--- src/rtl/safe_regs_map.vh ---
`ifndef SAFE_REGS_MAP_VH
`define SAFE_REGS_MAP_VH
// register indices as printed; byte address is four times the index
`define SAFE_IDX_TRIM        8'h42
`define SAFE_IDX_PATH        8'h43
`define SAFE_IDX_CHGAIN      8'h55
// trim register fields
`define SAFE_BIT_INT_BUF     7
`define SAFE_BIT_IND_EN      6
`define SAFE_VREF_HI         5
`define SAFE_VREF_LO         4
`define SAFE_GAIN_HI         1
`define SAFE_GAIN_LO         0
// trim reset: upper fields 15:10 = 0x07, 9:8 = 0, bit7 0, bit6 0, vref 3, rsvd 2, gain 0
`define SAFE_TRIM_RST        16'h1C38
`define SAFE_PATH_RST        16'hADA5
`define SAFE_CHGAIN_RST      16'h0000
// path flag resets follow the reset path code
`define SAFE_FULL_FLAG_RST   1'h1
`define SAFE_TIA_FLAG_RST    1'h0
`define SAFE_RSVD_FLAG_RST   1'h0
// documented path codes
`define SAFE_PATH_FULL       16'hADA5
`define SAFE_PATH_TIA_BUF    16'hAE65
`define SAFE_PATH_TIA_NOBUF  16'hB065
// ahb transfer type
`define SAFE_HTRANS_NONSEQ   2'h2
`endif

--- src/rtl/safe_gain_sel.v ---
`timescale 1ns/1ps
// picks per-channel gain codes from the shared or the individual source
module safe_gain_sel (
  input  wire       per_channel_en,
  input  wire [1:0] common_gain,
  input  wire [5:0] channel_gains,
  output wire [7:0] gain_codes
);
  // channel 1 always follows the shared field; 2..4 switch source
  assign gain_codes[1:0] = common_gain; // RULE2 RULE3
  assign gain_codes[7:2] = per_channel_en ? channel_gains : {3{common_gain}}; // RULE2 RULE3
endmodule // safe_gain_sel

--- src/rtl/safe_regs.v ---
`timescale 1ns/1ps
`include "safe_regs_map.vh"
// slot a front-end configuration registers
//
// bus view
//   single-word ahb-lite slave, zero wait states, never errors
//   the address phase is taken when hsel, hready and nonseq meet
//   a write lands at the edge that closes its data phase
//   a read is looked up in the address phase and held on hrdata
//   hrdata keeps standing until the next read address phase
//   hsize is not decoded; every access is treated as one word
//   haddr bits above 9 are not decoded, so the map repeats
//   upper halves of written words are dropped, reads return zero there
//
// register map, word index times four is the byte address
//   slot_a_integrator_gain_trim  trim: integrator mode, integrator gain, buffer select,
//         per-channel enable, reference, reserved pair, gain code
//   0x43  path connection code, all sixteen bits kept
//   0x55  per-channel gain codes for channels two to four
//   any other index reads zero and swallows writes
//
// trim field layout
//   15:10 integrator mode, reset 0x07
//   9:8   integrator gain, reset 0
//   7     integrator used as buffer, reset 0
//   6     per-channel gain enable, reset 0
//   5:4   transimpedance reference, reset 3
//   3:2   reserved pair, reset 2, stored and read back as written
//   1:0   transimpedance gain code, reset 0
//
// path codes
//   full analog path, tia straight to adc with buffer,
//   tia straight to adc without buffer; everything else reserved
//   keeping the buffer bit consistent with the path is left to
//   software; the block flags the mode and never overrides it
//
// outputs are plain levels; nothing here pulses or counts
// the analog side may read them at any time, they change only
// at the edge that closes a write data phase or on reset
//
// Contract
// RULE1 - trim bit 7 resets to 0; setting 1 makes integrator a buffer
// RULE2 - bit 6 set: ch1 gain from trim 1:0, ch2-4 from 0x55 bits 5:0
// RULE3 - bit 6 clear: trim gain bits 1:0 apply to all four channels
// RULE4 - reference field bits 5:4 resets to 3, selects one of four voltages
// RULE5 - gain field bits 1:0 resets to 0, selects 200k/100k/50k/25k
// RULE6 - 0x43 is a 16-bit path code, reset 0xADA5 full analog path
// RULE7 - software using 0xAE65 also sets trim bit 7 and 0x58 bit 7
// RULE8 - software uses 0xB065 for tia-adc mode with buffer bit clear
// RULE9 - fields read back last write and drive static levels until changed
module safe_regs (
  input  wire        ref_clk,
  input  wire        rst,
  input  wire        hsel,
  input  wire [31:0] haddr,
  input  wire [1:0]  htrans,
  input  wire        hwrite,
  input  wire [2:0]  hsize,
  input  wire [31:0] hwdata,
  input  wire        hready,
  output wire [31:0] hrdata,
  output wire        hreadyout,
  output wire        hresp,
  output wire        slot_a_integrator_buffer_select,
  output wire        slot_a_per_channel_gain_enable,
  output wire [1:0]  slot_a_transimpedance_reference,
  output wire [1:0]  slot_a_transimpedance_gain_code,
  output wire [7:0]  slot_a_channel_gain_codes,
  output wire [5:0]  slot_a_integrator_mode,
  output wire [1:0]  slot_a_integrator_gain,
  output wire [15:0] slot_a_path_connection_code,
  output wire        full_analog_path_mode,
  output wire        slot_a_tia_adc_mode,
  output wire        slot_a_path_reserved
);
  reg  [15:0] slot_a_integrator_gain_trim_reg;
  reg  [15:0] slot_a_path_connection_reg;
  reg  [15:0] slot_a_channel_gain_reg;
  reg         wr_pend_reg;
  reg  [7:0]  wr_idx_reg;
  reg  [31:0] rdata_reg;
  reg  [15:0] slot_a_path_connection_next;
  reg         full_mode_reg;
  reg         tia_mode_reg;
  reg         rsvd_reg;
  wire        access;
  wire [7:0]  idx;

  // path code classifiers, shared by the flag logic
  function path_is_full;
    input [15:0] code;
    begin
      path_is_full = (code == `SAFE_PATH_FULL);
    end
  endfunction

  function path_is_tia;
    input [15:0] code;
    begin
      path_is_tia = (code == `SAFE_PATH_TIA_BUF) | (code == `SAFE_PATH_TIA_NOBUF);
    end
  endfunction

  // word index from byte address
  function [7:0] word_idx;
    input [31:0] a;
    begin
      word_idx = a[9:2];
    end
  endfunction

  // read mux; unmapped reads as zero
  function [15:0] read_word;
    input [7:0] i;
    input [15:0] t;
    input [15:0] p;
    input [15:0] c;
    begin
      case (i)
        `SAFE_IDX_TRIM:   read_word = t;
        `SAFE_IDX_PATH:   read_word = p;
        `SAFE_IDX_CHGAIN: read_word = c;
        default:          read_word = 16'h0000;
      endcase
    end
  endfunction

  assign access    = hsel & hready & (htrans == `SAFE_HTRANS_NONSEQ);
  assign idx       = word_idx(haddr);
  // zero wait state, always okay
  assign hreadyout = 1'b1;
  assign hresp     = 1'b0;
  assign hrdata    = rdata_reg;

  // address phase captures write target, read data latched for the data phase
  always @(posedge ref_clk or posedge rst) begin
    if (rst) begin
      wr_pend_reg <= 1'b0;
      wr_idx_reg  <= 8'h00;
      rdata_reg   <= 32'h00000000;
    end else begin
      wr_pend_reg <= access & hwrite;
      wr_idx_reg  <= idx;
      if (access & ~hwrite) begin
        rdata_reg <= {16'h0000, read_word(idx, slot_a_integrator_gain_trim_reg,
                      slot_a_path_connection_reg, slot_a_channel_gain_reg)}; // RULE9
      end
    end
  end

  // writes land in the data phase; upper hwdata bits are ignored
  always @(posedge ref_clk or posedge rst) begin
    if (rst) begin
      slot_a_integrator_gain_trim_reg <= `SAFE_TRIM_RST; // RULE1 RULE4 RULE5
      slot_a_path_connection_reg      <= `SAFE_PATH_RST; // RULE6
      slot_a_channel_gain_reg         <= `SAFE_CHGAIN_RST;
    end else if (wr_pend_reg) begin
      case (wr_idx_reg)
        `SAFE_IDX_TRIM:   slot_a_integrator_gain_trim_reg <= hwdata[15:0]; // RULE9
        `SAFE_IDX_PATH:   slot_a_path_connection_reg      <= hwdata[15:0]; // RULE6
        `SAFE_IDX_CHGAIN: slot_a_channel_gain_reg         <= {10'h000, hwdata[5:0]};
        default: begin
        end
      endcase
    end
  end

  // static levels straight from the stored fields
  assign slot_a_integrator_buffer_select =
    slot_a_integrator_gain_trim_reg[`SAFE_BIT_INT_BUF]; // RULE1
  assign slot_a_per_channel_gain_enable  =
    slot_a_integrator_gain_trim_reg[`SAFE_BIT_IND_EN]; // RULE2
  assign slot_a_transimpedance_reference =
    slot_a_integrator_gain_trim_reg[`SAFE_VREF_HI:`SAFE_VREF_LO]; // RULE4
  assign slot_a_transimpedance_gain_code =
    slot_a_integrator_gain_trim_reg[`SAFE_GAIN_HI:`SAFE_GAIN_LO]; // RULE5
  assign slot_a_integrator_mode      = slot_a_integrator_gain_trim_reg[15:10];
  assign slot_a_integrator_gain      = slot_a_integrator_gain_trim_reg[9:8];
  assign slot_a_path_connection_code = slot_a_path_connection_reg; // RULE6

  // value the path register takes at the coming edge
  always @* begin
    slot_a_path_connection_next = slot_a_path_connection_reg;
    if (wr_pend_reg && (wr_idx_reg == `SAFE_IDX_PATH)) begin
      slot_a_path_connection_next = hwdata[15:0];
    end
  end

  // flags registered with the code so they never glitch on the analog side;
  // software owns keeping the buffer bit consistent, only flagged here
  always @(posedge ref_clk or posedge rst) begin
    if (rst) begin
      full_mode_reg <= `SAFE_FULL_FLAG_RST; // RULE6
      tia_mode_reg  <= `SAFE_TIA_FLAG_RST;
      rsvd_reg      <= `SAFE_RSVD_FLAG_RST;
    end else begin
      full_mode_reg <= path_is_full(slot_a_path_connection_next); // RULE6
      tia_mode_reg  <= path_is_tia(slot_a_path_connection_next); // RULE7 RULE8
      rsvd_reg      <= ~path_is_full(slot_a_path_connection_next) &
                       ~path_is_tia(slot_a_path_connection_next);
    end
  end

  assign full_analog_path_mode = full_mode_reg;
  assign slot_a_tia_adc_mode   = tia_mode_reg;
  assign slot_a_path_reserved  = rsvd_reg;

  // channel gain source selection
  safe_gain_sel u_gain_sel (
    .per_channel_en (slot_a_per_channel_gain_enable),
    .common_gain    (slot_a_transimpedance_gain_code),
    .channel_gains  (slot_a_channel_gain_reg[5:0]),
    .gain_codes     (slot_a_channel_gain_codes)
  ); // RULE2 RULE3
endmodule // safe_regs

--- config.mk ---
export PLATFORM = sky130hd
export DESIGN_NAME = safe_regs
export DESIGN_NICKNAME = d
export VERILOG_FILES = /design/src/rtl/safe_gain_sel.v /design/src/rtl/safe_regs.v
export VERILOG_INCLUDE_DIRS = /design/src /design/src/rtl
export SDC_FILE = /design/constraint.sdc
export NUM_CORES = 1
export LEC_CHECK = 0
export ABC_AREA = 1
export ABC_CLOCK_PERIOD_IN_PS = 2100
export BUFFER_PORTS_ARGS = -buffer_cell sky130_fd_sc_hd__buf_2
export CORE_ASPECT_RATIO = 0.8
export CORE_MARGIN = 3
export CORE_UTILIZATION = 47
export CTS_CLUSTER_DIAMETER = 50
export DETAILED_ROUTE_END_ITERATION = 6
export PLACE_DENSITY = 0.84
export SLEW_MARGIN = 20
export SYNTH_ARGS = -nofsm -noshare
export SYNTH_HDL_FRONTEND = slang
export SYNTH_SLANG_ARGS = --single-unit
--- constraint.sdc ---
create_clock -name ref_clk -period 2.1 [get_ports ref_clk]
set_clock_uncertainty 0.1 [all_clocks]
set_input_delay 0.105 -clock ref_clk [delete_from_list [all_inputs] [get_ports ref_clk]]
set_output_delay 0.105 -clock ref_clk [all_outputs]
set_load 0.03 [all_outputs]
==> metrics.cfg <==
[run_status]
status=finished, final reports clean

[die]
io_pins=149
start_util=0.504
row_count=26
die-area_um2=8170
die-width_um=100
core_area_um2=6640
die_y_um=81.4

[timing]
hold_viol_final=0
worst_pin_slew_ns=0.604
finalCritPeriodShare=0.933
relSlewSlack=0.597
worst_hold_slack_ns=0.210
max_freq_ghz=0.510
layout_setup_ws_ns=0.141
period_minus_slack_ns=1.96
setup_viol=0
drv_slew=0

[placed_design]
gp_congestion=0.844
dp.cells=563
postPlaceCellArea_um2=3690
io_buffers=87
dpl_worst_slack_ns=0.143
dp_hpwl_um=6050

[clock_network]
clk_pin_slew_ns=0.07
max-clock-path-buffers=2
cts_tree=done
cts_root_buf=clkbuf_8
cts-htree-levels=3
worstSkewPairLatency_ns=0.34
cts.sinks=66
cts_buffers=9

[detailed_routing]
vias=2937
wl_per_cell_um=14.6
drt_first_pass_iters=4
drc_errors=0
route.antenna.remaining_nets=0
routed_wl_um=8950
avgViaCountPerCell=4.78
drt_iter0_drc=178

[global_routing]
antenna_found_initial=0
grt-ovfl-total=0
grt_pass1_wl_um=13900
grt_pass1_vias=2834
grt_max_degree=67
grt.total_usage=0.221

[synthesis]
yosysWarnings=0
syn_inst=412
ys_ff_latch=66
synthesis.area_um2=3340
yosysUniqueCellTypes=31
synth.avg_cell_area_um2=8.11
ys_seq_area_frac=0.500

[setup_path]
cp_slowest_cell=dfrtp_1
crit_top_cell=nand2_1
end_kind=flop
cp_top_family=simple AND/OR/NAND/NOR gates
worstPathRequired_ns=2.23
r2r_cells=13
worstPathArrival_ns=2.09
start_kind=flop
crit_type=reg2reg
cpPeakStageDelay_ns=0.41
reg2reg_slack_ns=0.14
regToRegStartpoint=wr_idx_reg[2]
r2r-end=slot_a_path_reserved
path_cells=nor2_4 -> nand3_4 -> nor2_4 -> buf_4 -> nand2_4 -> nand2_2 -> nand2_1 -> nor2_1 -> nand2_1 -> nand2_1 -> nand2_1 -> nand2_1 -> inv_1
crit_buf_inv=2
crit_fanout=8

[final_layout]
final_area_um2=4240
utilization=0.639
syn2layout_area_growth_pct=26.9
layout-drive-gt1-share=0.285
fin_nets=599
final_cell_count_no_fill=614
diodes=0

[pwr]
p_leak_uw=0.00243
ir_drop_mv=0.357
power_per_cell_area_nw_per_um2=624

[min_path]
hp-class=in2reg
min_from=htrans[0]
hold_depth=7
holdPathEnd=hrdata[15]

[job]
drv_cap=0

## worst register-to-register path: stages (launching register included)
cell	delay [ns]
dfrtp_1	0.41
nor2_4	0.19
nand3_4	0.16
nor2_4	0.28
buf_4	0.17
nand2_4	0.04
nand2_2	0.06
nand2_1	0.04
nor2_1	0.10
nand2_1	0.06
nand2_1	0.05
nand2_1	0.08
nand2_1	0.07
inv_1	0.03
## per-stage QoR
| stage | setup TNS (ns) | total power [µW] |
|---|---|---|
| floorplan | 0 | 1500 |
| global placement | 0 | 1540 |
| detailed placement | 0 | 1550 |
| CTS | 0 | 2660 |
| global route | -0.0194 | 2750 |
| finish | 0 | 2640 |
## cells in the mapped netlist
master      n  area [µm²]
o21ai_0    42         210
nand4_1     2        12.5
dfstp_2    16         420
nor2_1     18        67.6
conb_1      2        7.51
buf_12      1        20.0
nor2_2      1        6.26
nor4_1      1        6.26
buf_6       1        11.3
nor3_1      3        15.0
o22ai_1     4        25.0
nand3_4     1        17.5
nand3_1     5        25.0
nor3b_1     2        15.0
clkbuf_1    6        22.5
buf_2       1        5.00
nor2_4      3        33.8
a21oi_1     5        25.0
buf_4      33         248
a22o_1      3        26.3
o21bai_1    2        15.0
nand2_4     2        22.5
dfrtp_1    50        1250
nor2_8      1        20.0
inv_1      54         203
o211ai_1    2        15.0
nand2_2     5        31.3
inv_2       3        11.3
nand2_1   140         526
mux2_2      2        22.5
or2_1       1        6.26
## final cells by class
class / count / area, µm²
fill: 592 / 2390
tap: 84 / 105
clock buffer: 14 / 163
sequential: 66 / 1670
timing repair buffer: 127 / 820
clock inverter: 2 / 35.0
multi-input combinational: 264 / 1230
inverter: 57 / 214
## per-layer routing
| metal | up-vias | part of all wire | routed length, µm | global-route usage |
|---|---|---|---|---|
| li1 | 1447 | - | - | - |
| met1 | 1378 | 0.43 | 3850 | 0.285 |
| met2 | 106 | 0.49 | 4430 | 0.373 |
| met3 | 6 | 0.070 | 627 | 0.0543 |
| met4 | 0 | 0.0051 | 46 | 0.0619 |
| met5 | - | 0 | 0 | 0 |
## kinds of logic after synthesis
logic type | Yosys count | synth area share
AND/OR/NAND/NOR | 185 | 0.241
other | 2 | 0.00225
multiplexers | 2 | 0.00674
flip-flops | 66 | 0.500
buffers and inverters | 99 | 0.156
AO/OA/AOI/OAI | 58 | 0.0947
## cells in the final DEF, fill, tap and decap left out, types with 11 or more instances in the layout
cell / synthesis / layout
inv_1: 54 / 53
clkbuf_8: 0 / 11
nor2_1: 18 / 18
buf_4: 33 / 11
dlygate4sd3_1: 0 / 27
dfrtp_1: 50 / 50
buf_2: 1 / 87
conb_1: 2 / 18
dfstp_2: 16 / 16
nand2_1: 140 / 139
o21ai_0: 42 / 39
## what timing repair did
item	CTS	global route
hold buffers	27	0
endpoints found under the setup margin	0	1
setup buffers	0	7
hold endpoints to repair	94	0
gates resized for setup	0	7
## worst max-delay path by stage
stage / end / startpoint / slack [ns] / depth (start not counted)
final: slot_a_path_reserved / wr_idx_reg[2] / 0.14 / 13
after global routing: slot_a_path_reserved / wr_idx_reg[2] / -0.02 / 11
after CTS: slot_a_path_reserved / wr_idx_reg[5] / 0.13 / 12
after global placement: slot_a_path_reserved / wr_idx_reg[5] / 0.19 / 10
after floorplan: hrdata[0] / rst / 0.27 / 1
after detailed placement: slot_a_path_reserved / wr_idx_reg[5] / 0.14 / 10
## report_power, final
| group | leakage, µW | internal (µW) | switching, µW | total (µW) |
|---|---|---|---|---|
| clock network | 0.000101 | 614 | 462 | 1080 |
| logic | 0.00160 | 87.2 | 173 | 260 |
| registers | 0.000736 | 1290 | 15.6 | 1310 |
Power figures use the tool's default switching activity.
